**config.mk**
```make
export PLATFORM = sky130hd
export DESIGN_NAME = pcs_unit
export DESIGN_NICKNAME = d
export VERILOG_FILES = /design/src/rtl/pcs_pkg.sv /design/src/rtl/pcs_unit.sv
export SDC_FILE = /design/constraint.sdc
export NUM_CORES = 2
export LEC_CHECK = 0
export CAP_MARGIN = 20
export CORE_ASPECT_RATIO = 0.8
export CORE_MARGIN = 1
export CORE_UTILIZATION = 45
export CTS_BUF_LIST = sky130_fd_sc_hd__clkbuf_2 sky130_fd_sc_hd__clkbuf_4 sky130_fd_sc_hd__clkbuf_8
export DETAILED_ROUTE_END_ITERATION = 6
export DONT_BUFFER_PORTS = 1
export PLACE_DENSITY = 0.59
export SLEW_MARGIN = 20
export SYNTH_ARGS = -nofsm -noshare
export SYNTH_HDL_FRONTEND = slang
export SYNTH_SLANG_ARGS = --single-unit
```
**constraint.sdc**
```tcl
create_clock -name sys_clk_in -period 10.65 [get_ports sys_clk_in]
set_input_delay 0.5325 -clock sys_clk_in [delete_from_list [all_inputs] [get_ports sys_clk_in]]
set_output_delay 0.5325 -clock sys_clk_in [all_outputs]
set_load 0.02 [all_outputs]
```
**src/rtl/pcs_pkg.sv**
```systemverilog
// Package for the program counter and return stack unit
package pcs_pkg;

   localparam int PC_W      = 21;
   localparam int PTR_W     = 5;
   localparam int DEPTH     = 31;
   localparam int DATA_W    = 32;
   localparam int ADDR_W    = 12;

   localparam logic [PC_W-1:0]  RESET_VECTOR = 21'h000000;
   localparam logic [PC_W-1:0]  HI_VECTOR    = 21'h000008;
   localparam logic [PC_W-1:0]  LO_VECTOR    = 21'h000018;
   localparam logic [PC_W-1:0]  PC_STEP      = 21'h000002;
   localparam logic [PTR_W-1:0] PTR_TOP      = 5'h1F;
   localparam logic [PTR_W-1:0] PTR_ZERO     = 5'h00;
   localparam logic [PTR_W-1:0] PTR_ONE      = 5'h01;
   localparam logic [PC_W-1:0]  PROG_LIMIT   = 21'h010000;

   localparam logic [ADDR_W-1:0] OFS_PC_LOW     = 12'h000;
   localparam logic [ADDR_W-1:0] OFS_HIGH_LATCH = 12'h004;
   localparam logic [ADDR_W-1:0] OFS_UPPER_LATCH= 12'h008;
   localparam logic [ADDR_W-1:0] OFS_TOS_LOW    = 12'h00C;
   localparam logic [ADDR_W-1:0] OFS_TOS_HIGH   = 12'h010;
   localparam logic [ADDR_W-1:0] OFS_TOS_UPPER  = 12'h014;
   localparam logic [ADDR_W-1:0] OFS_STACK_PTR  = 12'h018;
   localparam logic [ADDR_W-1:0] OFS_CONFIG     = 12'h01C;
   localparam logic [ADDR_W-1:0] OFS_PC_FULL    = 12'h020;

   localparam int FULL_BIT  = 7;
   localparam int UNF_BIT   = 6;
   localparam int CFG_STVR  = 0;
   localparam logic CFG_RESET_VAL = 1'b1;

   typedef enum logic [3:0] {
      PCS_OP_NONE,
      PCS_OP_STEP,
      PCS_OP_JUMP,
      PCS_OP_CALL,
      PCS_OP_RETURN,
      PCS_OP_IRQ,
      PCS_OP_RETURN_FROM_INTERRUPT,
      PCS_OP_PUSH,
      PCS_OP_POP
   } pcs_op_t;

   typedef struct packed {
      logic [7:0] status;
      logic [7:0] working;
      logic [7:0] bank;
   } pcs_ctx_t;

   typedef struct packed {
      pcs_op_t         op;
      logic [PC_W-1:0] target;
      logic            fast;
      logic            high_prio;
      pcs_ctx_t        ctx;
   } pcs_cmd_t;

endpackage

```
**src/rtl/pcs_unit.sv**
```systemverilog
// Program counter, return address stack and fast shadow stack
// Notes on behaviour
// - Program counter is 21 bits wide
// - Fetches beyond implemented memory return zero
// - Reset to 0000h; interrupts vector 0008h/0018h
// - Only low byte directly accessible; OFS_PC_FULL also reads the whole PC
// - Low byte write/read moves latches
// - Bit zero fixed; step is two
// - Jumps and calls ignore latches
// - 31 entries of 21 bits, 5-bit pointer
// - Calls/interrupts push, returns pop; latches untouched
// - Push increments first; pop reads then decrements
// - Every reset clears pointer; zero has no entry; por_in alone leaves the pointer
// - Top entry and pointer are software accessible
// - 31 pushes set full flag
// - With enable, 31st push stores, flags, resets
// - Without enable, pointer sticks at 31
// - Pop at zero loads zero, sets underflow
// - Stack errors reset only when enabled
// - Explicit push stores PC, pop discards top
// - Pointer register layout and reset zero
// - Interrupt loads shadow; fast return restores
// - High priority interrupt overwrites shadow
// - Fast call saves, fast return restores
//
// Implementation choices: the APB register port and the placing of the registers.
`timescale 1ns/1ns
`default_nettype none
module pcs_unit
   import pcs_pkg::*;
(
   // Clock and resets
   input  wire logic                        sys_clk_in,
   input  wire logic                        sys_rst_in,
   input  wire logic                        por_in,
   // Sequencer command
   input  wire pcs_pkg::pcs_cmd_t           cmd_in,
   input  wire logic [pcs_pkg::PC_W-1:0]    fetch_data_in,
   // APB slave
   input  wire logic                        psel_in,
   input  wire logic                        penable_in,
   input  wire logic                        pwrite_in,
   input  wire logic [pcs_pkg::ADDR_W-1:0]  paddr_in,
   input  wire logic [pcs_pkg::DATA_W-1:0]  pwdata_in,
   output logic [pcs_pkg::DATA_W-1:0]       prdata_out,
   output logic                             pready_out,
   output logic                             pslverr_out,
   // Core side
   output logic [pcs_pkg::PC_W-1:0]         pc_out,
   output logic                             fetch_valid_out,
   output pcs_pkg::pcs_ctx_t                ctx_restore_out,
   output logic                             ctx_restore_valid_out,
   output logic                             device_reset_out
);
   import pcs_pkg::*;

   logic [PC_W-1:0]  pc_reg;
   logic [PC_W-1:0]  pc_next;
   logic [7:0]       high_latch_reg;
   logic [4:0]       upper_latch_reg;
   logic [PC_W-1:0]  stack_reg [1:DEPTH];
   logic [PTR_W-1:0] ptr_reg;
   logic [PTR_W-1:0] ptr_next;
   logic             full_reg;
   logic             unf_reg;
   logic             cfg_stvr_reg;
   pcs_ctx_t         shadow_reg;
   logic             err_reset_reg;
   logic             fetch_valid_reg;
   logic [DATA_W-1:0] prdata_reg;
   logic             pready_reg;
   logic             pslverr_reg;
   pcs_ctx_t         ctx_out_reg;
   logic             ctx_valid_reg;

   logic             wr_acc;
   logic             rd_acc;
   logic             is_push;
   logic             is_pop;
   logic             push_full;
   logic             push_err;
   logic             pop_err;
   logic [PC_W-1:0]  ret_addr;
   logic [PC_W-1:0]  tos_val;
   logic             any_reset;

   function automatic logic hit(input logic [ADDR_W-1:0] a, input logic [ADDR_W-1:0] o);
      hit = (a == o);
   endfunction

   function automatic logic known(input logic [ADDR_W-1:0] a);
      known = hit(a, OFS_PC_LOW) || hit(a, OFS_HIGH_LATCH) || hit(a, OFS_UPPER_LATCH) ||
              hit(a, OFS_TOS_LOW) || hit(a, OFS_TOS_HIGH) || hit(a, OFS_TOS_UPPER) ||
              hit(a, OFS_STACK_PTR) || hit(a, OFS_CONFIG) || hit(a, OFS_PC_FULL);
   endfunction

   // APB access: setup, then access phase with pready high one cycle after penable
   assign wr_acc = psel_in && penable_in && pwrite_in && !pready_reg;
   assign rd_acc = psel_in && penable_in && !pwrite_in && !pready_reg;

   assign is_push  = (cmd_in.op == PCS_OP_CALL) || (cmd_in.op == PCS_OP_IRQ) ||
                     (cmd_in.op == PCS_OP_PUSH);
   assign is_pop   = (cmd_in.op == PCS_OP_RETURN) || (cmd_in.op == PCS_OP_RETURN_FROM_INTERRUPT) ||
                     (cmd_in.op == PCS_OP_POP);
   assign push_full = is_push && (ptr_reg >= PTR_TOP - PTR_ONE);
   assign push_err  = push_full && cfg_stvr_reg;
   assign pop_err   = is_pop && (ptr_reg == PTR_ZERO) && cfg_stvr_reg;
   assign any_reset = sys_rst_in || err_reset_reg;
   assign tos_val   = (ptr_reg == PTR_ZERO) ? RESET_VECTOR : stack_reg[ptr_reg];
   // Explicit push stores the current PC, calls store the following address
   assign ret_addr  = (cmd_in.op == PCS_OP_PUSH) ? pc_reg : pc_reg + PC_STEP;

   // Program counter update
   always_comb begin
      pc_next = pc_reg;
      if (wr_acc && hit(paddr_in, OFS_PC_LOW)) begin
         pc_next = {upper_latch_reg, high_latch_reg, pwdata_in[7:1], 1'b0};
      end else begin
         unique case (cmd_in.op)
            PCS_OP_STEP:   pc_next = pc_reg + PC_STEP;
            PCS_OP_JUMP,
            PCS_OP_CALL:   pc_next = {cmd_in.target[PC_W-1:1], 1'b0};
            PCS_OP_IRQ:    pc_next = cmd_in.high_prio ? HI_VECTOR : LO_VECTOR;
            PCS_OP_RETURN,
            PCS_OP_RETURN_FROM_INTERRUPT: pc_next = {tos_val[PC_W-1:1], 1'b0};
            PCS_OP_NONE,
            PCS_OP_PUSH,
            PCS_OP_POP:    pc_next = pc_reg;
            default:       pc_next = pc_reg;
         endcase
      end
   end

   always_ff @(posedge sys_clk_in) begin
      if (any_reset || push_err || pop_err) begin
         pc_reg <= RESET_VECTOR;
      end else begin
         pc_reg <= pc_next;
      end
   end

   // Latches change only on reset, low byte read or software write
   always_ff @(posedge sys_clk_in) begin
      if (any_reset) begin
         high_latch_reg  <= 8'h00;
         upper_latch_reg <= 5'h00;
      end else if (rd_acc && hit(paddr_in, OFS_PC_LOW)) begin
         high_latch_reg  <= pc_reg[15:8];
         upper_latch_reg <= pc_reg[20:16];
      end else if (wr_acc && hit(paddr_in, OFS_HIGH_LATCH)) begin
         high_latch_reg  <= pwdata_in[7:0];
      end else if (wr_acc && hit(paddr_in, OFS_UPPER_LATCH)) begin
         upper_latch_reg <= pwdata_in[4:0];
      end
   end

   // Pointer movement
   always_comb begin
      ptr_next = ptr_reg;
      if (wr_acc && hit(paddr_in, OFS_STACK_PTR)) begin
         ptr_next = pwdata_in[PTR_W-1:0];
      end else if (is_push && ptr_reg != PTR_TOP) begin
         ptr_next = ptr_reg + PTR_ONE;
      end else if (is_pop && ptr_reg != PTR_ZERO) begin
         ptr_next = ptr_reg - PTR_ONE;
      end
   end

   always_ff @(posedge sys_clk_in) begin
      if (any_reset) begin
         ptr_reg <= PTR_ZERO;
      end else begin
         ptr_reg <= ptr_next;
      end
   end

   // Stack storage, entry zero has no storage
   generate
      for (genvar i = 1; i <= DEPTH; i++) begin : g_entry
         always_ff @(posedge sys_clk_in) begin
            if (is_push && !any_reset && ptr_reg != PTR_TOP &&
                ptr_reg + PTR_ONE == PTR_W'(i)) begin
               stack_reg[i] <= ret_addr;
            end else if (wr_acc && ptr_reg == PTR_W'(i)) begin
               if (hit(paddr_in, OFS_TOS_LOW))   stack_reg[i][7:0]   <= pwdata_in[7:0];
               if (hit(paddr_in, OFS_TOS_HIGH))  stack_reg[i][15:8]  <= pwdata_in[7:0];
               if (hit(paddr_in, OFS_TOS_UPPER)) stack_reg[i][20:16] <= pwdata_in[4:0];
            end
         end
      end
   endgenerate

   // Sticky flags: hardware set wins over software clear; only POR clears otherwise
   always_ff @(posedge sys_clk_in) begin
      if (por_in) begin
         full_reg <= 1'b0;
         unf_reg  <= 1'b0;
      end else begin
         if (push_full && !sys_rst_in)
            full_reg <= 1'b1;
         else if (wr_acc && hit(paddr_in, OFS_STACK_PTR) && !pwdata_in[FULL_BIT])
            full_reg <= 1'b0;
         if (is_pop && ptr_reg == PTR_ZERO && !sys_rst_in)
            unf_reg <= 1'b1;
         else if (wr_acc && hit(paddr_in, OFS_STACK_PTR) && !pwdata_in[UNF_BIT])
            unf_reg <= 1'b0;
      end
   end

   // Stack error reset request, one cycle
   always_ff @(posedge sys_clk_in) begin
      if (sys_rst_in) begin
         err_reset_reg <= 1'b0;
      end else begin
         err_reset_reg <= push_err || pop_err;
      end
   end

   // Configuration: stack error reset enable, set at power-on
   always_ff @(posedge sys_clk_in) begin
      if (por_in) begin
         cfg_stvr_reg <= CFG_RESET_VAL;
      end else if (wr_acc && hit(paddr_in, OFS_CONFIG)) begin
         cfg_stvr_reg <= pwdata_in[CFG_STVR];
      end
   end

   // Shadow stack
   always_ff @(posedge sys_clk_in) begin
      if (any_reset) begin
         shadow_reg <= '0;
      end else if (cmd_in.op == PCS_OP_IRQ ||
                   (cmd_in.op == PCS_OP_CALL && cmd_in.fast)) begin
         shadow_reg <= cmd_in.ctx;
      end
   end

   always_ff @(posedge sys_clk_in) begin
      if (any_reset) begin
         ctx_out_reg   <= '0;
         ctx_valid_reg <= 1'b0;
      end else begin
         ctx_out_reg   <= shadow_reg;
         ctx_valid_reg <= cmd_in.fast &&
                          (cmd_in.op == PCS_OP_RETURN_FROM_INTERRUPT || cmd_in.op == PCS_OP_RETURN);
      end
   end

   // Fetch gate: beyond implemented memory fetches as zero
   always_ff @(posedge sys_clk_in) begin
      if (any_reset) begin
         fetch_valid_reg <= 1'b0;
      end else begin
         fetch_valid_reg <= (pc_next < PROG_LIMIT);
      end
   end

   // APB read data and completion
   always_ff @(posedge sys_clk_in) begin
      if (sys_rst_in) begin
         prdata_reg  <= '0;
         pready_reg  <= 1'b0;
         pslverr_reg <= 1'b0;
      end else begin
         pready_reg  <= psel_in && penable_in && !pready_reg;
         pslverr_reg <= psel_in && penable_in && !pready_reg && !known(paddr_in);
         prdata_reg  <= '0;
         if (rd_acc) begin
            if (hit(paddr_in, OFS_PC_LOW))      prdata_reg[7:0] <= pc_reg[7:0];
            if (hit(paddr_in, OFS_HIGH_LATCH))  prdata_reg[7:0] <= high_latch_reg;
            if (hit(paddr_in, OFS_UPPER_LATCH)) prdata_reg[4:0] <= upper_latch_reg;
            if (hit(paddr_in, OFS_TOS_LOW))     prdata_reg[7:0] <= tos_val[7:0];
            if (hit(paddr_in, OFS_TOS_HIGH))    prdata_reg[7:0] <= tos_val[15:8];
            if (hit(paddr_in, OFS_TOS_UPPER))   prdata_reg[4:0] <= tos_val[20:16];
            if (hit(paddr_in, OFS_STACK_PTR))
               prdata_reg[7:0] <= {full_reg, unf_reg, 1'b0, ptr_reg};
            if (hit(paddr_in, OFS_CONFIG))      prdata_reg[CFG_STVR] <= cfg_stvr_reg;
            if (hit(paddr_in, OFS_PC_FULL))     prdata_reg[PC_W-1:0] <= pc_reg;
         end
      end
   end

   assign prdata_out            = prdata_reg;
   assign pready_out            = pready_reg;
   assign pslverr_out           = pslverr_reg;
   assign pc_out                = pc_reg;
   assign fetch_valid_out       = fetch_valid_reg;
   assign ctx_restore_out       = ctx_out_reg;
   assign ctx_restore_valid_out = ctx_valid_reg;
   assign device_reset_out      = err_reset_reg;

   // Checks
   chk_pc_aligned: assert property (@(posedge sys_clk_in) disable iff (sys_rst_in)
      pc_reg[0] == 1'b0) else $error("pc bit zero set");
   chk_step_two: assert property (@(posedge sys_clk_in) disable iff (sys_rst_in)
      (cmd_in.op == PCS_OP_STEP && !wr_acc && !err_reset_reg) |=> pc_reg == $past(pc_reg) + PC_STEP)
      else $error("step not two");
   chk_irq_vector: assert property (@(posedge sys_clk_in) disable iff (sys_rst_in)
      (cmd_in.op == PCS_OP_IRQ && !wr_acc && !push_err && !err_reset_reg)
      |=> (pc_reg == HI_VECTOR || pc_reg == LO_VECTOR)) else $error("bad vector");
   chk_ptr_reset: assert property (@(posedge sys_clk_in)
      sys_rst_in |=> ptr_reg == PTR_ZERO) else $error("pointer not cleared");
   chk_ptr_bound: assert property (@(posedge sys_clk_in) disable iff (sys_rst_in)
      (is_push && ptr_reg == PTR_TOP && !wr_acc && !err_reset_reg) |=> ptr_reg == PTR_TOP)
      else $error("pointer passed top");
   chk_full_set: assert property (@(posedge sys_clk_in) disable iff (sys_rst_in || por_in)
      push_full |=> full_reg) else $error("full flag missing");
   chk_unf_set: assert property (@(posedge sys_clk_in) disable iff (sys_rst_in || por_in)
      (is_pop && ptr_reg == PTR_ZERO) |=> unf_reg && ptr_reg == PTR_ZERO)
      else $error("underflow flag missing");
   chk_err_reset: assert property (@(posedge sys_clk_in) disable iff (sys_rst_in)
      (push_err || pop_err) |=> device_reset_out ##1 (ptr_reg == PTR_ZERO && pc_reg == RESET_VECTOR))
      else $error("stack error reset missing");
   chk_latch_keep: assert property (@(posedge sys_clk_in) disable iff (sys_rst_in)
      (is_push && !psel_in) |=> $stable(high_latch_reg) && $stable(upper_latch_reg))
      else $error("latch changed on call");

endmodule
`default_nettype wire

```
==> impl_metrics.py <==
metrics = {
    "run_status": {
        "status": "complete, but fails checks",
        "violations": "DRC",
    },
    "routing": {
        "dr.pass1.iters": 7,
        "postRouteAntennaNets": 0,
        "routed-via-count": 29800,
        "wl_met1_mm": 55.3,
        "wl_per_cell_um": 31.4,
        "wl_met3_mm": 21.3,
        "met2_length_mm": 60.4,
        "drc_errors": 15,
        "totalWireLength_mm": 142,
        "drt-vias-per-instance": 6.56,
        "dr.first_iter.drc_count": 4728,
        "highest_layer": "met5",
    },
    "timing": {
        "fmax_ghz": 0.194,
        "relSlewSlack_pct": 15.7,
        "timing_hold_violations_final": 0,
        "tightest_slew_ns": 1.23,
        "maxSlewViolCount": 0,
        "min_period_ns": 5.16,
        "setup_viol": 0,
        "tns_ns": 0,
        "skew_ns": 0.0564,
        "rsz0062_at_grt": "no",
        "min_period_over_period_pct": 48.4,
    },
    "synthesis": {
        "synthArstFlopShare_pct": 0,
        "avgSynthCellArea_um2": 12.1,
        "synth_seq_area_share_pct": 55.2,
        "synth_edf_count": 651,
        "yosysWarnings": 0,
        "ys_types": 78,
        "synth_seq_cells": 771,
        "yosysTopAreaCellShare_pct": 49.1,
        "synth_largest_area_cell": "edfxtp_1",
        "synthTopCellsByArea": "edfxtp_1, mux2_2, mux4_2",
        "synth_flop_cell": "edfxtp_1",
        "synth.cell_area_um2": 39800,
        "synthCells": 3297,
    },
    "finish": {
        "area_growth_pct": 10.8,
        "regArea_um2": 22000,
        "fillers": 7582,
        "finalNetCount": 3388,
        "utilization_pct": 50.4,
        "stdcell_count": 4536,
        "largest_reg_flops": 651,
        "final_cell_mix": "edfxtp_1, nor2_1, mux2_2",
        "multiInputGateArea_um2": 16800,
        "drive_gt1_share_pct": 26.3,
        "design_area_um2": 44100,
        "final_common_cell": "edfxtp_1",
    },
    "floorplanning": {
        "die_area_um2": 89600,
        "die_h_um": 268,
        "io_pins": 204,
        "die_width_um": 334,
        "core_area_um2": 87500,
        "initial_core_util_pct": 45.5,
        "core.rowCount": 97,
    },
    "power": {
        "p_leak_nw": 14.8,
        "seq_power_share_pct": 47.9,
        "power.switching_mw": 2.07,
        "ir_worst_vdd_mv": 0.0892,
        "sw_frac_of_total_pct": 29.1,
        "p_clk_share_pct": 35.5,
        "p_comb_share_pct": 16.6,
        "p_per_area_nw_per_um2": 161,
        "p_int_mw": 5.04,
    },
    "placed_design": {
        "gp_congestion": 0.946,
        "io_buffers": 0,
        "dp_hpwl_mm": 90.0,
        "dp_cells": 4265,
        "placed_area_um2": 40900,
    },
    "worst_setup_path": {
        "critPathMaxFanout": 18,
        "cp-end-kind": "flop",
        "start_kind": "flop",
        "worstPathRequired_ns": 11.16,
        "path_class": "flop to flop",
        "arrival_ns": 5.67,
        "rrSetupSlack_ns": 5.49,
    },
    "clock_tree": {
        "clock_tree.root_cell": "clkbuf_8",
        "h-tree-depth": 3,
        "cts_made_buffers": 119,
        "clock_path_buffers": 3,
        "clkSinkCount": 771,
        "cts_tree": "yes",
        "clk_latency_ns": 0.81,
        "cts.clk_slew.worst_paths_ns": 0.06,
    },
    "global_routing": {
        "grt_max_degree": 93,
        "grt.total_usage_pct": 31.4,
        "grt_pass1_vias": 27900,
        "grt_pass1_wl_mm": 201,
        "grt_overflow": 0,
        "antenna_found_initial": 6,
    },
    "job": {
        "maxCapViolations": 0,
    },
    "hold_path": {
        "hp-class": "input pin to flop",
    },
}
stage by stage:
step / total power [mW] / worst slack (ns) / hold WS [ns]
global route: 7.26 / 5.52 / 0.0377
detailed placement: 4.51 / 5.94 / 0.440
finish: 7.11 / 5.49 / 0.0480
global placement: 4.49 / 5.98 / 0.433
CTS: 7.06 / 5.91 / 0.00529
floorplan: 4.14 / 7.25 / 0.429
cell type report:
class | count | share of cell area (%)
Timing Repair Buffer | 155 | 3.32
Clock buffer | 177 | 4.92
Multi-Input combinational cell | 2198 | 38.1
Clock inverter | 29 | 0.355
Sequential cell | 771 | 49.8
Inverter | 12 | 0.102
Tap cell | 1188 | 3.37
Antenna cell | 6 | 0.0341
power groups by stage:
stage	clock network [mW]	registers, mW	logic, mW
floorplan	0	3.40	0.739
global placement	0	3.46	1.03
detailed placement	0	3.46	1.05
CTS	2.53	3.40	1.13
global route	2.65	3.40	1.21
finish	2.52	3.40	1.18
repair_timing:
action                    4_1_cts  5_1_grt
setup buffers                   0        0
hold endpoints to repair      561        0
hold buffers                   59        0
gates resized for setup         0        0
logic make-up after synthesis:
family                     share of synthesized area, %
and+or+nand+nor                                    10.3
DFF                                                55.2
AOI/OAI and AO/OA                                  9.36
muxes                                              20.2
buffers and inverters                              3.60
xor gates and xnor gates                           1.01
adders and majority gates                         0.283
other                                           0.00942
path summary, 6_finish.rpt:
check / from / to / cells after the start
worst max-delay path: ptr_reg[2] / stack_reg[15][3] / 9
worst min-delay path: pwdata_in[4] / stack_reg[13][4] / 2
worst min register to register: shadow_reg[11] / ctx_restore_out[11] / 1
worst max register to register: ptr_reg[2] / stack_reg[15][3] / 9
synthesized netlist by cell type (5+ instances only):
| cell | instances |
|---|---|
| a22o_1 | 7 |
| nand2b_1 | 23 |
| nor2b_1 | 22 |
| o31ai_1 | 5 |
| buf_4 | 28 |
| a221o_1 | 6 |
| a22oi_1 | 12 |
| clkbuf_1 | 255 |
| o22ai_1 | 61 |
| o221ai_1 | 5 |
| inv_1 | 11 |
| or2_2 | 5 |
| nor4_1 | 16 |
| a31oi_1 | 13 |
| edfxtp_1 | 651 |
| o21bai_1 | 8 |
| dfxtp_1 | 120 |
| nor2_1 | 456 |
| nand2_1 | 165 |
| nand4_1 | 27 |
| a221oi_1 | 9 |
| a211oi_1 | 26 |
| ha_1 | 9 |
| xnor2_1 | 26 |
| or3_1 | 9 |
| mux2i_1 | 85 |
| nor2_2 | 18 |
| mux2_2 | 357 |
| a21oi_1 | 322 |
| o21ai_0 | 107 |
| o32ai_1 | 5 |
| nand3_1 | 47 |
| xor2_1 | 20 |
| and3_1 | 26 |
| buf_2 | 26 |
| mux4_2 | 140 |
| a311oi_1 | 11 |
| buf_1 | 15 |
| and2_1 | 30 |
| nor3_1 | 41 |
metal layers:
| layer | vias up | global-route usage [%] |
|---|---|---|
| met5 | - | 0 |
| met4 | 2 | 10.9 |
| met3 | 337 | 11.6 |
| met2 | 2189 | 45.4 |
| met1 | 14900 | 43.2 |
| li1 | 12300 | - |
critical path, stage by stage, from the launching register on:
cell and delay [ns]:
dfxtp_1 0.59, nand2_1 0.30, nor2_1 0.09, ha_1 0.33
or3b_2 0.57, nor2_1 0.63, nand4_1 0.74, o21bai_1 0.97
nor2_2 0.28, mux2_2 0.36
Note: power is estimated with default switching activity, not from simulation.
